`src/verilog/uart_s2_pkg.sv`:
```
// Constants, field layout and carrier types for the second UART status byte.
// Assumes one clock, APB register access and a host UART on the same clock.
// Function
// - Break detected while enabled sets break flag
// - Break flag clears only on written one
// - Active receive edge sets edge flag
// - Edge flag clears only on written one
// - Reserved bit reads zero, ignores writes
// - Inversion applies to all receive processing
// - Standby idle sets idle only if enabled
// - Short break transmits 10, 11, 12 bits
// - Long break transmits 13, 14, 15 bits
// - Framing errors unaffected by long break select
// - Break detect enable blocks framing and full
// - Break recognised at 11, 12, 13 bits
// - Active flag on start, cleared on idle
// - Framing error rises together with full
// - Idle flag once per idle period
package uart_s2_pkg;

  // Register index and byte address
  localparam int unsigned S2_INDEX = 5;
  localparam logic [11:0] S2_ADDR  = 12'(S2_INDEX * 4);

  // Field positions
  localparam int unsigned BIT_LBK_FLAG  = 7;
  localparam int unsigned BIT_EDGE_FLAG = 6;
  localparam int unsigned BIT_RESERVED  = 5;
  localparam int unsigned BIT_RX_INV    = 4;
  localparam int unsigned BIT_WAKE_IDLE = 3;
  localparam int unsigned BIT_LONG_BRK  = 2;
  localparam int unsigned BIT_LBK_EN    = 1;
  localparam int unsigned BIT_RX_ACTIVE = 0;

  // Values after reset
  localparam logic [7:0] S2_RESET = 8'h00;
  localparam logic       SYNC_RESET = 1'b1;

  // Break lengths in bit times, base case of 8 data bits and one stop bit
  localparam logic [3:0] TX_BRK_SHORT = 4'ha;
  localparam logic [3:0] TX_BRK_LONG  = 4'hd;
  localparam logic [3:0] RX_BRK_DET   = 4'hb;

  // Signals from the host UART
  typedef struct packed {
    logic nine_bit;
    logic two_stop_bits;
    logic receiver_standby;
    logic bit_tick;
    logic start_detect;
    logic idle_detect;
    logic fe_set;
    logic rx_full_set;
    logic tx_break_req;
  } uart_in_type;

  // Signals to the host UART
  typedef struct packed {
    logic rx_data;
    logic fe_set;
    logic rx_full_set;
    logic idle_set;
    logic tx_break_low;
  } uart_out_type;

  // Break length for the current frame format
  function automatic logic [3:0] break_len(input logic [3:0] base, input logic nine,
                                           input logic two);
    break_len = base + {3'h0, nine} + {3'h0, two};
  endfunction

endpackage
```
`src/verilog/bit_run_counter.sv`:
```
// Counts bit ticks up to a length and then holds.
// Assumes tick is a one-cycle pulse per bit time on the same clock.
`timescale 1ns/1ps
module bit_run_counter #(
  parameter int unsigned CNT_W = 4
) (
  // Clock and reset
  input  wire logic             mclk,
  input  wire logic             nrst,
  input  wire logic             ce,
  // Count control
  input  wire logic             clear,
  input  wire logic             tick,
  input  wire logic [CNT_W-1:0] len,
  // Status
  output      logic             reached
);

  logic [CNT_W-1:0] count_q;

  if (CNT_W < 4) begin : g_width_check
    $error("bit_run_counter needs at least four count bits");
  end

  // Saturating count of ticks
  always_ff @(posedge mclk or negedge nrst) begin
    if (!nrst) begin
      count_q <= '0;
    end else if (ce) begin
      if (clear) begin
        count_q <= '0;
      end else if (tick && (count_q < len)) begin
        count_q <= count_q + 1'b1;
      end
    end
  end

  assign reached = (count_q >= len);

endmodule

```
`src/verilog/uart_break_edge_status.sv`:
```
// Second status and control byte of the UART with break and edge logic.
// Assumes the host UART supplies bit ticks and receiver events on mclk.
//
// Local design decision: the APB interface to the registers.
`timescale 1ns/1ps
module uart_break_edge_status
  import uart_s2_pkg::*;
(
  // Clock and reset
  input  wire logic                      mclk,
  input  wire logic                      nrst,
  input  wire logic                      ce,
  // APB slave
  input  wire logic                      psel,
  input  wire logic                      penable,
  input  wire logic                      pwrite,
  input  wire logic [11:0]               paddr,
  input  wire logic [31:0]               pwdata,
  input  wire logic [3:0]                pstrb,
  output      logic                      pready,
  output      logic [31:0]               prdata,
  output      logic                      pslverr,
  // Serial pin
  input  wire logic                      rx_pin,
  // Host UART
  input  wire uart_s2_pkg::uart_in_type  uart_in,
  output      uart_s2_pkg::uart_out_type uart_out
);

  import uart_s2_pkg::*;

  logic         pready_q;
  logic [31:0]  prdata_q;
  logic         pslverr_q;
  logic         lbk_flag_q;
  logic         edge_flag_q;
  logic         rx_inv_q;
  logic         wake_idle_q;
  logic         long_brk_q;
  logic         lbk_en_q;
  logic         rx_active_q;
  logic         sync1_q;
  logic         sync2_q;
  logic         pin_prev_q;
  logic         det_prev_q;
  logic         idle_armed_q;
  logic         tx_active_q;
  uart_out_type out_q;
  uart_out_type out_d;
  logic         hit;
  logic         take;
  logic         done;
  logic         wr_s2;
  logic         rx_line;
  logic         edge_hit;
  logic         det_reached;
  logic         lbk_set;
  logic         tx_reached;
  logic [3:0]   det_len;
  logic [3:0]   tx_len;
  logic [7:0]   s2_value;

  // Bus decode
  assign hit   = (paddr == S2_ADDR);
  assign take  = psel && penable && !pready_q;
  assign done  = psel && penable && pready_q;
  assign wr_s2 = done && pwrite && hit && pstrb[0];

  assign s2_value = {lbk_flag_q, edge_flag_q, 1'b0, rx_inv_q,
                     wake_idle_q, long_brk_q, lbk_en_q, rx_active_q};

  // APB answer one cycle into the access phase
  always_ff @(posedge mclk or negedge nrst) begin
    if (!nrst) begin
      pready_q  <= 1'b0;
      prdata_q  <= 32'h0000_0000;
      pslverr_q <= 1'b0;
    end else if (ce) begin
      pready_q <= take;
      if (take) begin
        prdata_q  <= (hit && !pwrite) ? {24'h00_0000, s2_value} : 32'h0000_0000;
        pslverr_q <= !hit;
      end else begin
        pslverr_q <= 1'b0;
      end
    end
  end

  always_ff @(posedge mclk or negedge nrst) begin
    if (!nrst) begin
      rx_inv_q    <= S2_RESET[BIT_RX_INV];
      wake_idle_q <= S2_RESET[BIT_WAKE_IDLE];
      long_brk_q  <= S2_RESET[BIT_LONG_BRK];
      lbk_en_q    <= S2_RESET[BIT_LBK_EN];
    end else if (ce && wr_s2) begin
      rx_inv_q    <= pwdata[BIT_RX_INV];
      wake_idle_q <= pwdata[BIT_WAKE_IDLE];
      long_brk_q  <= pwdata[BIT_LONG_BRK];
      lbk_en_q    <= pwdata[BIT_LBK_EN];
    end
  end

  // Pin synchroniser
  always_ff @(posedge mclk or negedge nrst) begin
    if (!nrst) begin
      sync1_q    <= SYNC_RESET;
      sync2_q    <= SYNC_RESET;
      pin_prev_q <= SYNC_RESET;
    end else if (ce) begin
      sync1_q    <= rx_pin;
      sync2_q    <= sync1_q;
      pin_prev_q <= sync2_q;
    end
  end

  assign rx_line = sync2_q ^ rx_inv_q;

  assign edge_hit = rx_inv_q ? (sync2_q && !pin_prev_q) : (!sync2_q && pin_prev_q);

  always_ff @(posedge mclk or negedge nrst) begin
    if (!nrst) begin
      edge_flag_q <= S2_RESET[BIT_EDGE_FLAG];
    end else if (ce) begin
      if (edge_hit) begin
        edge_flag_q <= 1'b1;
      end else if (wr_s2 && pwdata[BIT_EDGE_FLAG]) begin
        edge_flag_q <= 1'b0;
      end
    end
  end

  assign det_len = break_len(RX_BRK_DET, uart_in.nine_bit, uart_in.two_stop_bits);

  bit_run_counter #(
    .CNT_W   (4)
  ) u_det_cnt (
    .mclk    (mclk),
    .nrst    (nrst),
    .ce      (ce),
    .clear   (rx_line || !lbk_en_q),
    .tick    (uart_in.bit_tick),
    .len     (det_len),
    .reached (det_reached)
  );

  always_ff @(posedge mclk or negedge nrst) begin
    if (!nrst) begin
      det_prev_q <= 1'b0;
    end else if (ce) begin
      det_prev_q <= det_reached;
    end
  end

  assign lbk_set = lbk_en_q && det_reached && !det_prev_q;

  always_ff @(posedge mclk or negedge nrst) begin
    if (!nrst) begin
      lbk_flag_q <= S2_RESET[BIT_LBK_FLAG];
    end else if (ce) begin
      if (lbk_set) begin
        lbk_flag_q <= 1'b1;
      end else if (wr_s2 && pwdata[BIT_LBK_FLAG]) begin
        lbk_flag_q <= 1'b0;
      end
    end
  end

  always_ff @(posedge mclk or negedge nrst) begin
    if (!nrst) begin
      rx_active_q <= S2_RESET[BIT_RX_ACTIVE];
    end else if (ce) begin
      if (uart_in.start_detect) begin
        rx_active_q <= 1'b1;
      end else if (uart_in.idle_detect) begin
        rx_active_q <= 1'b0;
      end
    end
  end

  always_ff @(posedge mclk or negedge nrst) begin
    if (!nrst) begin
      idle_armed_q <= 1'b1;
    end else if (ce) begin
      if (uart_in.rx_full_set) begin
        idle_armed_q <= 1'b1;
      end else if (uart_in.idle_detect) begin
        idle_armed_q <= 1'b0;
      end
    end
  end

  assign tx_len = break_len(long_brk_q ? TX_BRK_LONG : TX_BRK_SHORT,
                            uart_in.nine_bit, uart_in.two_stop_bits);

  bit_run_counter #(
    .CNT_W   (4)
  ) u_tx_cnt (
    .mclk    (mclk),
    .nrst    (nrst),
    .ce      (ce),
    .clear   (!tx_active_q),
    .tick    (uart_in.bit_tick),
    .len     (tx_len),
    .reached (tx_reached)
  );

  always_ff @(posedge mclk or negedge nrst) begin
    if (!nrst) begin
      tx_active_q <= 1'b0;
    end else if (ce) begin
      if (tx_active_q && tx_reached) begin
        tx_active_q <= 1'b0;
      end else if (uart_in.tx_break_req) begin
        tx_active_q <= 1'b1;
      end
    end
  end

  // Outputs to the host UART
  always_comb begin
    out_d              = '0;
    out_d.rx_data      = rx_line;
    out_d.tx_break_low = tx_active_q && !tx_reached;
    out_d.rx_full_set  = uart_in.rx_full_set && !lbk_en_q;
    out_d.fe_set       = uart_in.fe_set && uart_in.rx_full_set && !lbk_en_q;
    out_d.idle_set     = uart_in.idle_detect && idle_armed_q &&
                         (!uart_in.receiver_standby || wake_idle_q);
  end

  always_ff @(posedge mclk or negedge nrst) begin
    if (!nrst) begin
      out_q <= '{rx_data: 1'b1, default: 1'b0};
    end else if (ce) begin
      out_q <= out_d;
    end
  end

  assign pready   = pready_q;
  assign prdata   = prdata_q;
  assign pslverr  = pslverr_q;
  assign uart_out = out_q;

  // Helper for break length checks
  logic [3:0] h_ticks_q;
  logic [3:0] h_len_q;
  always_ff @(posedge mclk or negedge nrst) begin
    if (!nrst) begin
      h_ticks_q <= 4'h0;
      h_len_q   <= 4'h0;
    end else if (ce) begin
      if (!tx_active_q) begin
        h_ticks_q <= 4'h0;
        h_len_q   <= tx_len;
      end else if (uart_in.bit_tick && !tx_reached) begin
        h_ticks_q <= h_ticks_q + 4'h1;
      end
    end
  end
endmodule

```
`config.mk`:
```
export PLATFORM = sky130hd
export DESIGN_NAME = uart_break_edge_status
export DESIGN_NICKNAME = d
export VERILOG_FILES = /design/src/verilog/uart_s2_pkg.sv /design/src/verilog/bit_run_counter.sv /design/src/verilog/uart_break_edge_status.sv
export SDC_FILE = /design/constraint.sdc
export NUM_CORES = 1
export LEC_CHECK = 0
export ABC_AREA = 1
export BUFFER_PORTS_ARGS = -buffer_cell sky130_fd_sc_hd__buf_4
export CAP_MARGIN = 20
export CORE_MARGIN = 1
export CORE_UTILIZATION = 35
export CTS_CLUSTER_DIAMETER = 60
export DETAILED_ROUTE_END_ITERATION = 10
export PLACE_DENSITY = 0.66
export SYNTH_ARGS = -nofsm -noshare
export SYNTH_HDL_FRONTEND = slang
export SYNTH_SLANG_ARGS = --single-unit
```
`constraint.sdc`:
```
create_clock -name mclk -period 1.95 [get_ports mclk]
set_input_delay 0.39 -clock mclk [delete_from_list [all_inputs] [get_ports mclk]]
set_output_delay 0.39 -clock mclk [all_outputs]
set_load 0.02 [all_outputs]
```
**Yosys cells after proc, flatten, opt, wreduce, memory -nomap -nowiden**

Cells that the tools add are included.

- Register bits: 60
- Logic and storage cells: 101

- Reductions and logical operators: 48
- $add $sub $neg: 6
- Mux-type cells: 17
- Eq/ne operators: 2
- Bitwise logic cells: 1
- Order comparisons: 4

Operators with widths:

| operator | count |
|---|---|
| $logic_and A1 B1 Y1 | 23 |
| $mux W4 | 4 |
| $reduce_and A2 Y1 | 8 |
| $add A4 B1 Y4 | 3 |
| $eq A12 B5 Y1 const B | 1 |
| $reduce_bool A2 Y1 | 6 |
| $mux W1 | 11 |
| $logic_not A1 Y1 | 9 |
| $add A4 B1 Y4 const B | 2 |
| $ge A4 B4 Y1 | 2 |
| $lt A4 B4 Y1 | 2 |
| $mux W8 | 1 |
| $add A4 B1 Y4 const A | 1 |
| $mux W3 | 1 |
| $logic_or A1 B1 Y1 | 2 |
| $ne A2 B1 Y1 const B | 1 |
| $xor A1 B1 Y1 | 1 |

**Depth between registers and ports, before layout**

- Word-level depth: 8
- Mapped depth: 13

**Modules after synthesis**

From an unflattened synthesis, not the netlist that was laid out.

- Cell total of the unflattened synthesis: 296
- Area, all modules: 2304.7 um^2

Modules (own cells, without submodules):

| module | cells an instance | times used | sequential area each (um^2) | area each (um^2) |
|---|---|---|---|---|
| uart_break_edge_status | 196 | 1 | 681.9 | 1589.0 |
| bit_run_counter | 50 | 2 | 100.1 | 357.8 |

**Worst setup path before layout**

No wires, ideal clock.

- Path kind: input to register
- From: in uart_in[7] (netlist bit)
- To: reg u_tx_cnt.count_q[2]
- Required time: 1.833 ns
- Slack: -0.084 ns
- Path buffers: 0
- Cell stages on the path: 12
- Arrival: 1.917 ns
- Cells stage by stage: inv_1 fa_1 ha_1 ha_1 nand2_1 nand2_1 nand2_1 nand3_1 nand2_1 nand2_1 nand2_1 nand2_1

- Word-level cells in the longest chain between the ends: 5

RTL lines:

| what | RTL line | text |
|---|---|---|
| from (decl) | uart_break_edge_status.sv:26 | `input wire uart_s2_pkg::uart_in_type uart_in,` |
| $add A4 B1 Y4 | uart_s2_pkg.sv:69 | `break_len = base + {3'h0, nine} + {3'h0, two};` |
| $lt A4 B4 Y1 | bit_run_counter.sv:32 | `end else if (tick && (count_q < len)) begin` |
| $logic_and A1 B1 Y1 | bit_run_counter.sv:32 |  |
| $ne A2 B1 Y1 (no line) | -- |  |
| $reduce_and A2 Y1 (no line) | -- |  |
| to (signal assigned) | bit_run_counter.sv:33 | `count_q <= count_q + 1'b1;` |
| to (decl) | bit_run_counter.sv:19 | `logic [CNT_W-1:0] count_q;` |

No other way between the ends.
A chain may end at the register's enable or synchronous reset.

**Worst setup path after layout**

- From: reg long_brk_q
- To: reg u_tx_cnt.count_q[0]

- Word-level cells in the longest chain between the ends: 7

RTL lines:

| what | RTL line | text |
|---|---|---|
| from (decl) | uart_break_edge_status.sv:39 | `logic long_brk_q;` |
| from (signal assigned) | uart_break_edge_status.sv:93 | `long_brk_q <= S2_RESET[BIT_LONG_BRK];` |
| from (signal assigned) | uart_break_edge_status.sv:98 | `long_brk_q <= pwdata[BIT_LONG_BRK];` |
| $mux W3 | uart_break_edge_status.sv:192 | `assign tx_len = break_len(long_brk_q ? TX_BRK_LONG : TX_BRK_SHORT,` |
| $add A4 B1 Y4 (2 in series) | uart_s2_pkg.sv:69 |  |
| $lt A4 B4 Y1 | bit_run_counter.sv:32 |  |
| $logic_and A1 B1 Y1 | bit_run_counter.sv:32 |  |
| $ne A2 B1 Y1 (no line) | -- |  |
| $reduce_and A2 Y1 (no line) | -- |  |

No other way between the ends.

==> metrics.json <==
{
  "finalClockSkew": {"value": 0.00433, "unit": "ns"},
  "mostFrequentLayoutCell": {"value": "sky130_fd_sc_hd__nand2_1"},
  "ir_worst_vdd": {"value": 644, "unit": "µV"},
  "grt_setup_unrepaired": {"value": "true"},
  "cellPowerDensity": {"value": 722, "unit": "nW/µm²"},
  "yosys-mux-area-fraction": {"value": 0, "unit": "%"},
  "wirelength": {"value": 3.99, "unit": "mm"},
  "report.final.slew_viol_count": {"value": 0},
  "grt_usage": {"value": 14.2, "unit": "%"},
  "dr_total_vias": {"value": 1711},
  "width_of_the_chip": {"value": 79.2, "unit": "µm"},
  "ant_nets": {"value": 0},
  "cts_tree": {"value": "yes"},
  "mean_cell_area_of_the_mapped_netlist": {"value": 8.22, "unit": "µm²"},
  "drt-vias-per-instance": {"value": 4.47},
  "clk_root_buffer_cell": {"value": "sky130_fd_sc_hd__clkbuf_8"},
  "first_pass_grt_wire_length": {"value": 6.89, "unit": "mm"},
  "dieArea": {"value": 6280, "unit": "µm²"},
  "synth_simple_gate_area_share": {"value": 26.2, "unit": "%"},
  "cpMaxStageDelayCell": {"value": "sky130_fd_sc_hd__fa_2"},
  "yosysWarningCount": {"value": 0},
  "cts_sinks": {"value": 35},
  "synth.lib_cells_used.distinct": {"value": 31},
  "layout.cells.most_common_list": {"value": "68 x sky130_fd_sc_hd__nand2_1, 53 x sky130_fd_sc_hd__buf_4, 30 x sky130_fd_sc_hd__dfrtp_1"},
  "crit-reg2reg-capture": {"value": "u_tx_cnt.count_q[0]"},
  "post-route-drc-count": {"value": 0},
  "start_kind": {"value": "register"},
  "cts.hold.buffers_added": {"value": 0},
  "num_antenna_cells": {"value": 0},
  "wire_per_inst": {"value": 10.4, "unit": "µm"},
  "fmaxAchievable": {"value": 0.518, "unit": "GHz"},
  "first_global_vias": {"value": 1535},
  "syn-cell-area": {"value": 2090, "unit": "µm²"},
  "hold_violations": {"value": 0},
  "static-leakage-power": {"value": 1.34, "unit": "nW"},
  "min_period_over_period": {"value": 99.0, "unit": "%"},
  "worstPathCellList": {"value": "inv_2 -> fa_2 -> ha_4 -> ha_4 -> nand2_2 -> nand2_2 -> nand2_2 -> nand3_2 -> nand2_2 -> nand2_2 -> nand2_1 -> nand2_1"},
  "crit-reg2reg-launch": {"value": "long_brk_q"},
  "globalplace.congestion": {"value": 0.807},
  "synthToLayoutAreaGrowth": {"value": 23.7, "unit": "%"},
  "grt_overflow": {"value": 0},
  "fillers": {"value": 559},
  "synth_compound_gate_area_share": {"value": 7.49, "unit": "%"},
  "drt_first_iter_violations": {"value": 93},
  "clock_period_minus_final_worst_setup_slack": {"value": 1.93, "unit": "ns"},
  "final_setup_fails": {"value": 0},
  "rrSetupSlack": {"value": 0.02, "unit": "ns"},
  "hold-worst-slack": {"value": 0.0497, "unit": "ns"},
  "number_of_i_o_port_buffers": {"value": 48},
  "cts.clk_slew.worst_paths": {"value": 0.07, "unit": "ns"},
  "timing.critical_path.arrival": {"value": 2.10, "unit": "ns"},
  "max_cap_viol_count": {"value": 0},
  "detailedPlacementHpwl": {"value": 3.08, "unit": "mm"},
  "synthesized_flop_and_latch_total": {"value": 35},
  "required": {"value": 2.12, "unit": "ns"},
  "initial_cell_density_of_the_core": {"value": 37.0, "unit": "%"},
  "fp.coreArea": {"value": 5640, "unit": "µm²"},
  "critical_path_class": {"value": "register to register"},
  "drive_gt1_share": {"value": 27.7, "unit": "%"},
  "outcome": {"value": "finished, final reports clean"},
  "die_h": {"value": 79.2, "unit": "µm"},
  "pin_count": {"value": 103},
  "netlist_instances": {"value": 254},
  "cts_max_level": {"value": 2},
  "floorplan.rows": {"value": 27},
  "grt_max_degree": {"value": 36},
  "min_path_type": {"value": "primary input to asynchronous set/reset pin"},
  "antenna_violations_before_repair": {"value": 0},
  "synth-adder-area-share": {"value": 6.95, "unit": "%"},
  "synth.yosys.seq_area_share": {"value": 42.3, "unit": "%"},
  "final_net_count": {"value": 385},
  "drt_pass1_iterations": {"value": 4},
  "timing.critical_path.fanout_max": {"value": 4},
  "worst_r2r_path_depth": {"value": 12},
  "clkLatencyLatePin": {"value": 0.28, "unit": "ns"},
  "total_power": {"value": 1.86, "unit": "mW"},
  "largest_stage_delay_on_the_critical_path": {"value": 0.37, "unit": "ns"},
  "synthXorXnorAreaFrac": {"value": 1.68, "unit": "%"},
  "final.setup.tns": {"value": 0, "unit": "ns"},
  "setup.worst_path.end_class": {"value": "register"},
  "cts_buffers": {"value": 5},
  "combinational_family_with_the_most_area_after_synthesis": {"value": "simple AND/OR/NAND/NOR gates"},
  "critical_path.most_common_cell": {"value": "sky130_fd_sc_hd__nand2_2"},
  "clock_path_buffers": {"value": 2}
}
## routing by layer
metal	GRT usage, %	wire length, µm
met1	18.8	1810
met2	22.6	1960
met3	3.45	185
met4	4.36	38
met5	0	0
## logic make-up after synthesis
| family | count (synthesis) |
|---|---|
| simple gates | 118 |
| buf+inv | 57 |
| flops | 35 |
| compound gates | 28 |
| fa+ha+maj | 11 |
| xor+xnor | 4 |
| other cells | 1 |
## what timing repair did
action                                 CTS  global route
resized for setup                        5             2
pin swaps                                6             0
setup endpoints to repair                4             4
setup buffers                            1             0
endpoints found under the hold margin    0             0
## sequential cells by signal, summed over array words and instances, names as in the netlist, 4 cells and up
| register | cells |
|---|---|
| u_det_cnt.count_q | 4 |
| uart_out | 5 |
| prdata | 7 |
| u_tx_cnt.count_q | 4 |
## area by class of cell
type | count | area, µm² | area share (%)
multi-input cells | 186 | 1020 | 39.6
flip-flops and latches | 35 | 882 | 34.2
repair buffers | 53 | 398 | 15.4
inverters | 29 | 109 | 4.22
well taps | 72 | 90.1 | 3.49
clock buffers | 7 | 76.3 | 2.96
clock inverters | 1 | 5.00 | 0.194
## synth_stat cells
cell type                   n  area (µm²)
sky130_fd_sc_hd__a21oi_1    2        10.0
sky130_fd_sc_hd__a22o_1     2        17.5
sky130_fd_sc_hd__a31oi_1    1        6.26
sky130_fd_sc_hd__buf_2      2        10.0
sky130_fd_sc_hd__buf_4     25         188
sky130_fd_sc_hd__buf_6      1        11.3
sky130_fd_sc_hd__conb_1     1        3.75
sky130_fd_sc_hd__dfrtp_1   30         751
sky130_fd_sc_hd__dfstp_2    5         131
sky130_fd_sc_hd__fa_1       1        20.0
sky130_fd_sc_hd__ha_1      10         125
sky130_fd_sc_hd__inv_1     27         101
sky130_fd_sc_hd__inv_2      2        7.51
sky130_fd_sc_hd__nand2_1   73         274
sky130_fd_sc_hd__nand2_2    3        18.8
sky130_fd_sc_hd__nand3_1   16        80.1
sky130_fd_sc_hd__nand3_2    1        10.0
sky130_fd_sc_hd__nand3b_1   3        22.5
sky130_fd_sc_hd__nand3b_4   1        20.0
sky130_fd_sc_hd__nand4_1    4        25.0
sky130_fd_sc_hd__nand4_4    1        21.3
sky130_fd_sc_hd__nor2_1    11        41.3
sky130_fd_sc_hd__nor2_2     2        12.5
sky130_fd_sc_hd__nor2_4     1        11.3
sky130_fd_sc_hd__nor3_1     2        10.0
sky130_fd_sc_hd__o211ai_1   1        7.51
sky130_fd_sc_hd__o21ai_0   14        70.1
sky130_fd_sc_hd__o21ai_1    6        30.0
sky130_fd_sc_hd__o21bai_1   2        15.0
sky130_fd_sc_hd__xnor2_1    3        26.3
sky130_fd_sc_hd__xor2_1     1        8.76
## through the flow
stage / instance area, µm² / utilization [%] / cells / worst slack (ns)
final: 2580 / 45.8 / 383 / 0.0193
after CTS: 2580 / 45.7 / 383 / -0.00422
after floorplan: 2180 / - / 278 / -0.0338
after global placement: 2450 / 43.5 / 374 / -0.215
after global routing: 2580 / 45.8 / 383 / -0.0893
after detailed placement: 2450 / 43.5 / 374 / -0.276
## worst max-delay path by stage
stage                          end  slack (ns)        from
2_1_floorplan  u_tx_cnt.count_q[2]       -0.03  long_brk_q
3_3_place_gp   u_tx_cnt.count_q[3]       -0.21  uart_in[8]
3_5_place_dp   u_tx_cnt.count_q[0]       -0.28  uart_in[8]
4_1_cts        u_tx_cnt.count_q[0]      -0.004  long_brk_q
5_1_grt        u_tx_cnt.count_q[0]       -0.09  long_brk_q
6_report       u_tx_cnt.count_q[0]        0.02  long_brk_q
## report_power, final
part	internal, mW	leakage (nW)	switching (mW)
Clock	0.250	0.0422	0.245
Sequential	0.809	0.447	0.0851
Combinational	0.200	0.854	0.274
## critical path: cells and delay by family (launching register included)
family	cells	cell delay, ns
buffers and inverters	1	0.06
AND/OR/NAND/NOR	8	0.56
adder cells (fa/ha/maj)	3	0.84
flip-flops	1	0.36
(Power assumes the default switching activity.)
